==> src/shared/mac_mii_pkg.sv <==
// Shared constants and carriers for the MII and management port
package mac_mii_pkg;
   localparam int NIBBLE_W = 4;
   localparam int DIV_W = 8;
   localparam logic [5:0] MGMT_LAST_BIT = 6'h3f;
   localparam logic [5:0] MGMT_TA_BIT = 6'h2e;
   localparam logic [5:0] MGMT_DATA_BIT = 6'h30;
   localparam logic [31:0] MGMT_PREAMBLE = 32'hffffffff;
   localparam logic [1:0] MGMT_START = 2'h1;
   localparam logic [1:0] MGMT_OP_READ = 2'h2;
   localparam logic [1:0] MGMT_OP_WRITE = 2'h1;
   localparam logic [1:0] MGMT_TA_WRITE = 2'h2;
   localparam logic [7:0] MGMT_DIV_RESET = 8'h13;

   typedef struct packed {
      logic valid;
      logic last;
      logic [NIBBLE_W-1:0] nibble;
   } tx_req_s;

   typedef struct packed {
      logic valid;
      logic [NIBBLE_W-1:0] nibble;
      logic frame_end;
      logic frame_err;
   } rx_beat_s;

   typedef struct packed {
      logic write;
      logic [4:0] phy_addr;
      logic [4:0] reg_addr;
      logic [15:0] wdata;
   } mgmt_cmd_s;
endpackage

==> src/rtl/mac_mii_port.sv <==
// MAC side of the MII data pins and the management serial master
`timescale 1ns/1ps
module mac_mii_port
   import mac_mii_pkg::*;
(
   input wire logic clk,
   input wire logic sys_rst,
   input wire logic clk_en,
   input wire logic full_duplex,
   input wire tx_req_s tx_req,
   output logic tx_ready,
   input wire logic phy_tx_clock,
   output logic [NIBBLE_W-1:0] tx_nibble,
   output logic tx_nibble_enable,
   output logic tx_error_out,
   input wire logic collision_in,
   input wire logic carrier_sense_in,
   output logic collision_seen,
   output logic carrier_seen,
   input wire logic phy_rx_clock,
   input wire logic [NIBBLE_W-1:0] rx_nibble,
   input wire logic rx_nibble_valid,
   input wire logic rx_error_in,
   output rx_beat_s rx_beat,
   input wire logic [DIV_W-1:0] mgmt_clock_divider,
   input wire logic mgmt_cmd_valid,
   input wire mgmt_cmd_s mgmt_cmd,
   output logic mgmt_cmd_ready,
   output logic [15:0] mgmt_rdata,
   output logic mgmt_done,
   output logic mgmt_clock_out,
   output logic mgmt_data_o,
   output logic mgmt_data_oe,
   input wire logic mgmt_data_i
);
   typedef enum logic {MGMT_IDLE, MGMT_RUN} mgmt_state_e;

   function automatic logic rising(input logic cur, input logic prev);
      return cur & ~prev;
   endfunction

   // Asynchronous status inputs
   logic col_s1_q, col_s2_q, crs_s1_q, crs_s2_q;
   always_ff @(posedge clk) begin
      if (sys_rst) begin
         col_s1_q <= 1'b0;
         col_s2_q <= 1'b0;
         crs_s1_q <= 1'b0;
         crs_s2_q <= 1'b0;
      end else if (clk_en) begin
         col_s1_q <= collision_in;
         col_s2_q <= col_s1_q;
         crs_s1_q <= carrier_sense_in;
         crs_s2_q <= crs_s1_q;
      end
   end
   assign collision_seen = col_s2_q;
   assign carrier_seen = crs_s2_q;

   // Transmit path, stepped on each rising edge of the PHY transmit clock
   logic txc_prev_q, in_frame_q, tx_en_q;
   logic [NIBBLE_W-1:0] tx_nib_q;
   wire tx_edge = clk_en & rising(phy_tx_clock, txc_prev_q);
   // Full duplex: pause request; half duplex: defer while the medium is busy
   wire start_block = full_duplex ? col_s2_q : crs_s2_q;
   wire may_send = in_frame_q | ~start_block;
   wire tx_take = tx_edge & may_send & tx_req.valid;
   assign tx_ready = tx_edge & may_send;
   always_ff @(posedge clk) begin
      if (sys_rst) begin
         txc_prev_q <= 1'b0;
         in_frame_q <= 1'b0;
         tx_en_q <= 1'b0;
         tx_nib_q <= '0;
      end else if (clk_en) begin
         txc_prev_q <= phy_tx_clock;
         if (tx_edge) begin
            tx_en_q <= tx_take;
            in_frame_q <= tx_take & ~tx_req.last;
            if (tx_take) begin
               tx_nib_q <= tx_req.nibble;
            end
         end
      end
   end
   assign tx_nibble = tx_nib_q;
   assign tx_nibble_enable = tx_en_q;
   assign tx_error_out = 1'b0;

   // Receive path, sampled on each rising edge of the PHY receive clock
   logic rxc_prev_q, rx_dv_prev_q, err_acc_q;
   rx_beat_s rx_q;
   wire rx_edge = clk_en & rising(phy_rx_clock, rxc_prev_q);
   wire rx_err_now = rx_nibble_valid & rx_error_in;
   always_ff @(posedge clk) begin
      if (sys_rst) begin
         rxc_prev_q <= 1'b0;
         rx_dv_prev_q <= 1'b0;
         err_acc_q <= 1'b0;
         rx_q <= '0;
      end else if (clk_en) begin
         rxc_prev_q <= phy_rx_clock;
         rx_q.valid <= 1'b0;
         rx_q.frame_end <= 1'b0;
         if (rx_edge) begin
            rx_dv_prev_q <= rx_nibble_valid;
            rx_q.valid <= rx_nibble_valid;
            if (rx_nibble_valid) begin
               rx_q.nibble <= rx_nibble;
               err_acc_q <= err_acc_q | rx_err_now;
            end else if (rx_dv_prev_q) begin
               rx_q.frame_end <= 1'b1;
               rx_q.frame_err <= err_acc_q;
               err_acc_q <= 1'b0;
            end
         end
      end
   end
   assign rx_beat = rx_q;

   // Management serial master
   mgmt_state_e state_q;
   logic [DIV_W-1:0] div_cnt_q;
   logic mdc_q, read_q, done_q;
   logic [5:0] bit_q;
   logic [63:0] shift_q;
   logic [15:0] rdata_q;
   wire busy = (state_q == MGMT_RUN);
   wire tick = busy & (div_cnt_q == mgmt_clock_divider);
   wire mgmt_start = clk_en & ~busy & mgmt_cmd_valid;
   wire in_read_data = read_q & (bit_q >= MGMT_DATA_BIT);
   wire sample_now = tick & ~mdc_q & read_q & (bit_q >= MGMT_DATA_BIT);
   wire frame_last = tick & mdc_q & (bit_q == MGMT_LAST_BIT);
   wire [63:0] frame_bits = {MGMT_PREAMBLE, MGMT_START,
      mgmt_cmd.write ? MGMT_OP_WRITE : MGMT_OP_READ, mgmt_cmd.phy_addr,
      mgmt_cmd.reg_addr, MGMT_TA_WRITE, mgmt_cmd.wdata};
   assign mgmt_cmd_ready = ~busy;
   always_ff @(posedge clk) begin
      if (sys_rst) begin
         state_q <= MGMT_IDLE;
         div_cnt_q <= '0;
         mdc_q <= 1'b0;
         read_q <= 1'b0;
         done_q <= 1'b0;
         bit_q <= '0;
         shift_q <= '0;
         rdata_q <= '0;
      end else if (clk_en) begin
         done_q <= 1'b0;
         div_cnt_q <= tick | ~busy ? '0 : div_cnt_q + 1'b1;
         case (state_q)
            MGMT_IDLE: begin
               if (mgmt_start) begin
                  state_q <= MGMT_RUN;
                  shift_q <= frame_bits;
                  read_q <= ~mgmt_cmd.write;
                  bit_q <= '0;
                  mdc_q <= 1'b0;
               end
            end
            MGMT_RUN: begin
               if (tick) begin
                  mdc_q <= ~mdc_q;
               end
               if (sample_now) begin
                  rdata_q <= {rdata_q[14:0], mgmt_data_i};
               end
               if (frame_last) begin
                  state_q <= MGMT_IDLE;
                  done_q <= 1'b1;
               end else if (tick & mdc_q) begin
                  bit_q <= bit_q + 6'h1;
                  shift_q <= {shift_q[62:0], 1'b0};
               end
            end
            default: state_q <= MGMT_IDLE;
         endcase
      end
   end
   assign mgmt_clock_out = mdc_q;
   assign mgmt_data_o = busy ? shift_q[63] : 1'b1;
   assign mgmt_data_oe = busy & ~in_read_data;
   assign mgmt_rdata = rdata_q;
   assign mgmt_done = done_q;
endmodule

==> config.mk <==
export PLATFORM = sky130hd
export DESIGN_NAME = mac_mii_port
export DESIGN_NICKNAME = d
export VERILOG_FILES = /design/src/shared/mac_mii_pkg.sv /design/src/rtl/mac_mii_port.sv
export SDC_FILE = /design/constraint.sdc
export NUM_CORES = 1
export LEC_CHECK = 0
export BUFFER_PORTS_ARGS = -buffer_cell sky130_fd_sc_hd__buf_2
export CORE_MARGIN = 10
export CORE_UTILIZATION = 55
export CTS_CLUSTER_DIAMETER = 150
export CTS_CLUSTER_SIZE = 24
export DETAILED_ROUTE_END_ITERATION = 7
export PLACE_DENSITY = 0.89
export SLEW_MARGIN = 10
export SYNTH_ARGS = -nofsm -noshare
export SYNTH_HDL_FRONTEND = slang
export SYNTH_SLANG_ARGS = --single-unit
export TNS_END_PERCENT = 50
==> constraint.sdc <==
create_clock -name clk -period 1.9 [get_ports clk]
set_input_delay 0.475 -clock clk [delete_from_list [all_inputs] [get_ports clk]]
set_output_delay 0.475 -clock clk [all_outputs]
set_load 0.005 [all_outputs]
After elaboration in Yosys (flattened, before gate mapping)
Index checks and enable logic that the tools add are counted.
Widths: inputs -> output; s select.
{"block": "totals", "register_bits": 119, "in_bits": 57, "output_inout_bits": 37}
{"block": "classes", "n_addsub": 2, "order_cmp": 1, "eq_ne": 6, "n_mux": 26, "n_bitwise": 30, "n_reduce_logical": 11}
{"op": "$mux 64", "n": 3}
{"op": "$pmux 64 s2", "n": 1}
{"op": "$and 1x1->1", "n": 18}
{"op": "$mux 6", "n": 3}
{"op": "$reduce_and 3->1", "n": 6}
{"op": "$pmux 6 s2", "n": 1}
{"op": "$mux 1", "n": 10}
{"op": "$not 1->1", "n": 9}
{"op": "$add 8x1->8 const B", "n": 1}
{"op": "$eq 8x8->1", "n": 1}
{"op": "$mux 8", "n": 1}
{"op": "$reduce_and 4->1", "n": 2}
{"op": "$mux 7", "n": 1}
{"op": "$add 6x1->6 const B", "n": 1}
{"op": "$eq 6x6->1 const B", "n": 1}
{"op": "$ge 6x6->1 const B", "n": 1}
{"op": "$mux 2", "n": 3}
{"op": "$ne 2x1->1 const B", "n": 3}
{"op": "$mux 4", "n": 1}
{"op": "$pmux 1 s2", "n": 2}
{"op": "$reduce_and 2->1", "n": 2}
{"op": "$or 1x1->1", "n": 3}
{"op": "$ne 2x2->1 const B", "n": 1}
{"op": "$reduce_bool 2->1", "n": 1}

Longest topological paths before layout
Gate-level depths: netlist of the first run.
{"block": "depth", "depth_word": 6, "mapped_depth": 8}

Worst setup path before layout of the first run
No wires, ideal clock.
{"block": "synth_timing", "kind": "input port to flip-flop", "from": "in mgmt_clock_divider[4]", "to": "reg rdata_q[10] (netlist: mgmt_rdata[10])", "setup_time_ns": 0.128, "arrival_ns": 1.628, "required_time_ns": 1.772, "path_slack_ns": 0.144, "path_stages": 7, "path_cell_list": "xnor2_1 -> nand4_2 -> nor4b_2 -> buf_6 -> buf_12 -> mux2i_1 -> nor2_1"}
{"block": "synth_between", "elab_chain_len": 6}
{"item": "from (decl)", "line": "mac_mii_port.sv:25", "text": "input wire logic [DIV_W-1:0] mgmt_clock_divider,"}
{"item": "$eq 8x8->1", "line": "mac_mii_port.sv:129", "text": "wire tick = busy & (div_cnt_q == mgmt_clock_divider);"}
{"item": "$and 1x1->1", "line": "mac_mii_port.sv:129"}
{"item": "$and 1x1->1 (3 in series)", "line": "mac_mii_port.sv:132", "text": "wire sample_now = tick & ~mdc_q & read_q & (bit_q >= MGMT_DATA_BIT);"}
{"item": "$reduce_and 3->1 (no source line)"}
{"item": "to (signal assigned)", "line": "mac_mii_port.sv:166", "text": "rdata_q <= {rdata_q[14:0], mgmt_data_i};"}
{"item": "to (decl)", "line": "mac_mii_port.sv:127", "text": "logic [15:0] rdata_q;"}
No other way between the ends.
A chain may end at the register's enable or synchronous reset.

Final worst setup path of the first run
{"block": "layout_timing", "from": "reg crs_s2_q (netlist: carrier_seen)", "to": "out tx_ready"}
{"block": "layout_between", "elab_chain_len": 4}
{"item": "from (decl)", "line": "mac_mii_port.sv:43", "text": "logic col_s1_q, col_s2_q, crs_s1_q, crs_s2_q;"}
{"item": "from (signal assigned)", "line": "mac_mii_port.sv:54", "text": "crs_s2_q <= crs_s1_q;"}
{"item": "$mux 1", "line": "mac_mii_port.sv:65", "text": "wire start_block = full_duplex ? col_s2_q : crs_s2_q;"}
{"item": "$not 1->1", "line": "mac_mii_port.sv:66", "text": "wire may_send = in_frame_q | ~start_block;"}
{"item": "$or 1x1->1", "line": "mac_mii_port.sv:66"}
{"item": "$and 1x1->1", "line": "mac_mii_port.sv:68", "text": "assign tx_ready = tx_edge & may_send;"}
{"item": "to (decl)", "line": "mac_mii_port.sv:11", "text": "output logic tx_ready,"}
No other way between the ends.

==> results by group, run 1 <==
Worst setup path
  – CP delay by family, top: flip-flops
  – Largest fanout on the critical path: 3
  – Critical path buffer and inverter count: 1
  – Arr. time, crit path: between 1 and 1.5 ns
  – CP Data Required Time: around 1.4 ns
  – Crit path cell chain: mux2_4 > a21oi_4 > buf_2
  – CP max stage cell: dfxtp_2
  – Crit. End Element: output port
  – Crit start category: flip-flop
  – Worst stage delay on the critical path: between 0.3 and 0.4 ns
  – Crit Path Class: reg2out

Placed design
  – Post-DP HPWL: just under 8000 µm
  – Setup slack at placement: -0.09240 ns
  – GP Congestion: between 0.7 and 0.8
  – I/O Buffers: 92
  – Instance area after placement: 5694 µm²

Power and ir drop
  – Part of the power in combinational logic: between 8 and 9%
  – Peak VDD IR: roughly 740 µV
  – Internal power: 5116 µW
  – Clk pwr share: approximately 51%
  – P_sw: around 1500 µW
  – Final Power: 6658 µW
  – PD cells: 1030 nW/µm²
  – Reg power frac: 40.4%
  – Static Leak: 0.002582 µW
  – Net switching share of the total power: 23.16%

Routing
  – Routed Antenna Nets: 0
  – Routed wire length: ~12,000 µm
  – Via count: a little over 4k
  – Initial DRT Pass Iterations: 5
  – Vias per inst: between 5 and 6
  – Drt wl/cell: around 18 µm
  – Drt initial violations: about 260
  – DRC viols: 0

CTS
  – Clk_lat worst skew: approximately 0.52 ns
  – Clock Sinks: ~120
  – Clock transition at path regs: approximately 0.06 ns
  – Clock Path Buffers: 2
  – CTS tree: yes
  – CTS Buf Count: 17
  – H-tree levels: 4
  – Hold buffer count at cts: 0
  – Root buffer cell: clkbuf_8

Finish
  – Area delta synth->final: 26.57%
  – Area occupied by multi-input gates: approximately 2500 µm²
  – # diodes: 0
  – Commonest non-fill, non-tap cell in the layout: dfxtp_1
  – Seq. cell area: approximately 2400 µm²
  – Layout cells sized above 1: around 43%
  – Most frequent cells in the layout: dfxtp_1, buf_2, mux2i_1, nor2_1, o221a_2
  – Final Cell Area: about 6500 µm²
  – Fill count: approximately 600
  – Nets: between 600 and 700
  – Final core occ: a little over two thirds

Timing
  – Slew HR: ~66%
  – Slew Viols, Final: 0
  – Fin crit period: 1.877 ns
  – WHS: 0.1686 ns
  – Peak Freq: between 500 and 600 MHz
  – RSZ-0062 raised after global routing: yes
  – Final Cycle Share: a little over nine tenths
  – Final Skew: ~0.0095 ns
  – Worst-Margin Slew: about 0.51 ns
  – Final setup margin: around 0.023 ns
  – Final setup vio count: 0
  – Final hold viol count: 0

GRT
  – Largest net degree at the start of global routing: 45
  – Met2 Resource Use GR: between 20 and 30%
  – Antenna violations before repair: 1
  – Number of global-route vias before repair: roughly 4.1k
  – Total track usage: 18.47%
  – GRT busiest layer: met2
  – GR Util met1: between 20 and 25%
  – GR Util met3: under 10%
  – Global-route wire length before repair: roughly 20,000 µm
  – GRT overflow: 0

Flow run
  – Max-cap violations: 0

Die
  – Die span in y: approximately 120 µm
  – Starting Density: between 50% and 60%
  – CORE AREA: ~9200 µm²
  – Num ports: 94
  – Rows: 35
  – Die footprint: between 10,000 and 15,000 µm²
  – Die width: between 100 and 150 µm

Yosys
  – YS warnings: 0
  – Mean post-synth cell area: 10.67 µm²
  – Count of cell types in the netlist: slightly above 50
  – Dominant synthesized flop cell: dfxtp_1
  – Syn Inst Count: approximately 480
  – Number of flops mapped to enable cells by yosys: 0
  – Seq cells post-synth: between 100 and 150
  – Sequential share of the synthesized area: ~47%
  – Ys async rst share: 0%
  – Post-Syn Nets: ~540
  – Synthesized cell area: between 5000 and 6000 µm²

Min path
  – Worst min path class: in2reg

Status
  – Outcome: complete, no violations
==> cell type report <==
cell class / count / area share [%]
clock buffer: 19 / 6.831
clock inverter: 13 / 2.999
inverter: 6 / 0.3483
multi-input combinational: 313 / 38.99
sequential: 119 / 37.04
tap: 111 / 2.148
timing repair buffer: 120 / 11.65
==> final timing paths <==
path | start | end | slack [ns] | cells after the start
min reg2reg | rx_beat[4] | rx_beat[4] | 0.45 | 2
max reg2reg | div_cnt_q[1] | mgmt_rdata[12] | 0.08 | 6
min | mgmt_cmd[26] | read_q | 0.17 | 2
max | carrier_seen | tx_ready | 0.02 | 3
==> metal layers <==
layer / wire (µm) / share of wire (%)
met1: 5185 / 42
met2: 5936 / 48
met4: 176 / 1.4
met3: 1178 / 9.4
met5: 0 / 0
==> power by group through the flow <==
| stage | clock network, µW | registers (µW) | logic [µW] |
|---|---|---|---|
| 2_1_floorplan | 0 | 2720 | 389 |
| 3_3_place_gp | 0 | 2730 | 526 |
| 5_1_grt | 3550 | 2700 | 623 |
| 4_1_cts | 3440 | 2690 | 564 |
| 6_report | 3400 | 2690 | 570 |
| 3_5_place_dp | 0 | 2740 | 549 |
==> worst register-to-register path, cell delays in order (launching register included) <==
cell and delay (ns):
dfxtp_2 0.36, xnor2_1 0.21, nand4_1 0.22, nor4b_4 0.41
buf_12 0.22, mux2i_1 0.21, nor2_1 0.06
==> registers in the layout (all words and copies together), names as in the netlist <==
name	flops
in_frame_q	1
div_cnt_q	8
mgmt_done	1
bit_q	6
tx_nibble_enable	1
shift_q	64
mgmt_rdata	16
tx_nibble	4
err_acc_q	1
col_s1_q	1
mgmt_clock_out	1
carrier_seen	1
rx_beat	7
rxc_prev_q	1
txc_prev_q	1
read_q	1
collision_seen	1
busy	1
rx_dv_prev_q	1
crs_s1_q	1
==> synth_stat cells (2+ instances only) <==
library cell  instances  share of area (%)
clkbuf_1             14                1.0
buf_4                 3               0.44
buf_2                12                1.2
nand4_1               6               0.73
buf_1                 6               0.44
o221a_2              34                7.5
and2_1                2               0.24
nor2_1               43                3.2
xnor2_1               6                1.0
or3_1                 3               0.37
inv_1                 5               0.37
buf_6                 5                1.1
nand2b_1              3               0.37
nor3_2               21                4.1
and3_1                4               0.49
o31ai_1               2               0.29
ha_1                  2               0.49
a21oi_1              19                1.9
nand2_1              21                1.5
a211oi_2             25                6.1
nor3_1                7               0.69
a31oi_1               4               0.49
dfxtp_1             119                 47
nand3_1              22                2.2
mux2i_1              53                 10
xor2_1                8                1.4
a211oi_1              2               0.29
o21ai_1               2               0.20
xnor2_2               3               0.96
o211ai_1              2               0.29
==> what timing repair did <==
item | in CTS | in global routing
resized for setup | 5 | 17
buffers inserted | 0 | 4
endpoints found under the setup margin | 4 | 84
gates cloned | 0 | 3
pin swaps | 3 | 5
==> cells by family after synthesis <==
logic type	Yosys count	synth area share, %
AOI/OAI and AO/OA	97	18.10
xor gates and xnor gates	17	3.355
adders and majority gates	2	0.4898
buffers and inverters	47	5.021
DFF	119	46.63
muxes	54	10.60
other	1	0.07340
and+or+nand+nor	142	15.72
==> metrics by stage <==
stage                TNS [ns]  cells
floorplan                   0    479
global placement      -0.1910    662
detailed placement     -1.059    662
CTS                 -0.002574    694
global route          -0.1085    701
finish                      0    701
Power figures use the tool's default switching activity.
==> run 2, diff against run 1 <==
==> constraint.sdc (replaced) <==
create_clock -name clk -period 1.9 [get_ports clk]
set_input_delay 0 -clock clk [delete_from_list [all_inputs] [get_ports clk]]
set_output_delay 0 -clock clk [all_outputs]
set_load 0.005 [all_outputs]
==> results by group, run 2 (synthesis results as in run 1) <==
Placed design
  – I/O Buffers: slightly above 90
  – Instance area after placement: roughly 5700 µm²
  – Post-DP HPWL: ~7700 µm
  – GP Congestion: between 0.7 and 0.8

Finish
  – Area delta synth->final: 34.90%
  – Seq. cell area: 2387 µm²
  – Largest register FFs: 64
  – Area occupied by multi-input gates: ~2500 µm²
  – Most frequent cells in the layout: dfxtp_1, buf_2, mux2i_1, dlygate4sd3_1, nor2_1
  – Final Cell Area: 6892 µm²
  – Fill count: between 500 and 600
  – Commonest non-fill, non-tap cell in the layout: dfxtp_1
  – Largest register by flop count: shift_q
  – Layout cells sized above 1: between 30 and 40%
  – Nets: 682

CTS
  – Clock Path Buffers: 2
  – Root buffer cell: clkbuf_8
  – Clock transition at path regs: 0.06 ns
  – CTS Buf Count: 17
  – Clock Sinks: around 120
  – H-tree levels: 4
  – CTS tree: yes
  – Clk_lat worst skew: ~0.51 ns

Min path
  – Hold Path Stages: 5
  – Worst min path class: in2reg
  – Hold worst-path end: bit_q[5]
  – Hold Path Origin: mgmt_clock_divider[4]

GRT
  – Global-route wire length before repair: around 23,000 µm
  – Largest net degree at the start of global routing: 45
  – Antenna violations before repair: 1
  – GRT overflow: 0
  – Number of global-route vias before repair: roughly 4.5k
  – Total track usage: a little over a fifth

Timing
  – Worst-Margin Slew: approximately 0.58 ns
  – Slew Viols, Final: 0
  – Final setup margin: -0.003484 ns
  – Fin crit period: ~1.9 ns
  – Final Skew: roughly 0.0079 ns
  – Final setup vio count: 1
  – Final hold viol count: 0
  – Slew HR: 61.04%
  – Final Cycle Share: 100.2%
  – Peak Freq: roughly 530 MHz

Routing
  – Drt initial violations: 345
  – Via count: roughly 4.4k
  – Routed Antenna Nets: 0
  – Vias per inst: approximately 6
  – Drt wl/cell: 18.82 µm
  – DRC viols: 0
  – Routed wire length: roughly 14,000 µm
  – Initial DRT Pass Iterations: 5

Die
  – Rows: 35
  – Die footprint: ~14,000 µm²
  – Num ports: 94
  – Die width: 116.4 µm
  – Starting Density: between 50% and 60%
  – CORE AREA: between 9000 and 10,000 µm²
  – Die span in y: 116.4 µm

Worst setup path
  – R2R cell count: 7
  – CP Data Required Time: ~2.3 ns
  – Reg2reg start: div_cnt_q[7]
  – Flop-to-flop setup slack: -0.003 ns
  – Largest fanout on the critical path: 8
  – Arr. time, crit path: 2.27 ns
  – Crit. End Element: flip-flop
  – Crit Reg-Reg Endpoint: mgmt_rdata[12]
  – Crit start category: flip-flop
  – Crit Path Class: reg2reg

Status
  – Outcome: finished with violations
  – Failing checks: setup timing

Power and ir drop
  – Static Leak: about 0.0028 µW
  – PD cells: 940.1 nW/µm²
  – Final Power: 6479 µW
  – Peak VDD IR: ~700 µV

Flow run
  – Max-cap violations: 0
==> run 2: cell types whose count changed in the layout (fill, tap and decap cells not counted), sizes merged, moves of 2 or more <==
cell,change
dlygate4sd3,+51
buf,-5
inv,-3
clkinv,+2
==> run 2: area by class of cell <==
class	instances	share of cell area, %
tap	111	2.015
antenna	1	0.03631
clock buffer	20	6.463
sequential	119	34.64
clock inverter	10	1.870
multi-input combinational	313	36.60
timing repair buffer	166	18.05
inverter	6	0.3268
==> run 2: how the worst max path moves through the flow <==
stage                            start             end  slack, ns  cells past startpoint
final                     div_cnt_q[7]  mgmt_rdata[12]     -0.003                      7
after global routing      div_cnt_q[7]  mgmt_rdata[12]      -0.08                      7
after CTS                     bit_q[0]     shift_q[25]      0.007                      7
after detailed placement      bit_q[0]      shift_q[1]       0.03                      7
after global placement        bit_q[0]      shift_q[1]       0.11                      7
after floorplan               bit_q[0]     shift_q[61]       0.20                      6
==> run 2: stage by stage <==
step           utilization, %    TNS, ns  instances  hold slack [ns]  worst slack [ns]
3_3_place_gp            61.94          0        657           0.2106            0.1137
6_report                75.30  -0.003484        746          0.04782         -0.003484
3_5_place_dp            61.94          0        657           0.2366           0.03284
4_1_cts                 74.18          0        739          0.06227          0.006927
2_1_floorplan               -          0        479          0.09563            0.1957
5_1_grt                 75.30    -0.9231        746          0.09428          -0.08022
==> run 2: layer usage <==
metal | GRT usage, % | part of all wire, %
met1 | 23.58 | 40
met2 | 33.94 | 49
met3 | 8.783 | 8.8
met4 | 8.424 | 2.6
met5 | 0 | 0
==> run 2: critical path: stages (launching register included) <==
cell     delay, ns
dfxtp_1       0.34
xnor2_2       0.20
nand4_1       0.27
nor4b_4       0.34
buf_4         0.19
buf_12        0.14
mux2i_1       0.21
nor2_1        0.08
==> run 2: repair_timing <==
item | in CTS | in global routing
setup endpoints to repair | 2 | 67
gates resized for setup | 2 | 10
pin swaps | 1 | 7
buffers inserted | 0 | 5
gates cloned | 1 | 1
endpoints found under the hold margin | 52 | 0
hold buffers | 51 | 0
==> run 2: power by group <==
group | internal (µW) | switching, µW | total, µW
logic | 342 | 311 | 653
clock network | 2040 | 1100 | 3130
registers | 2620 | 78.1 | 2690
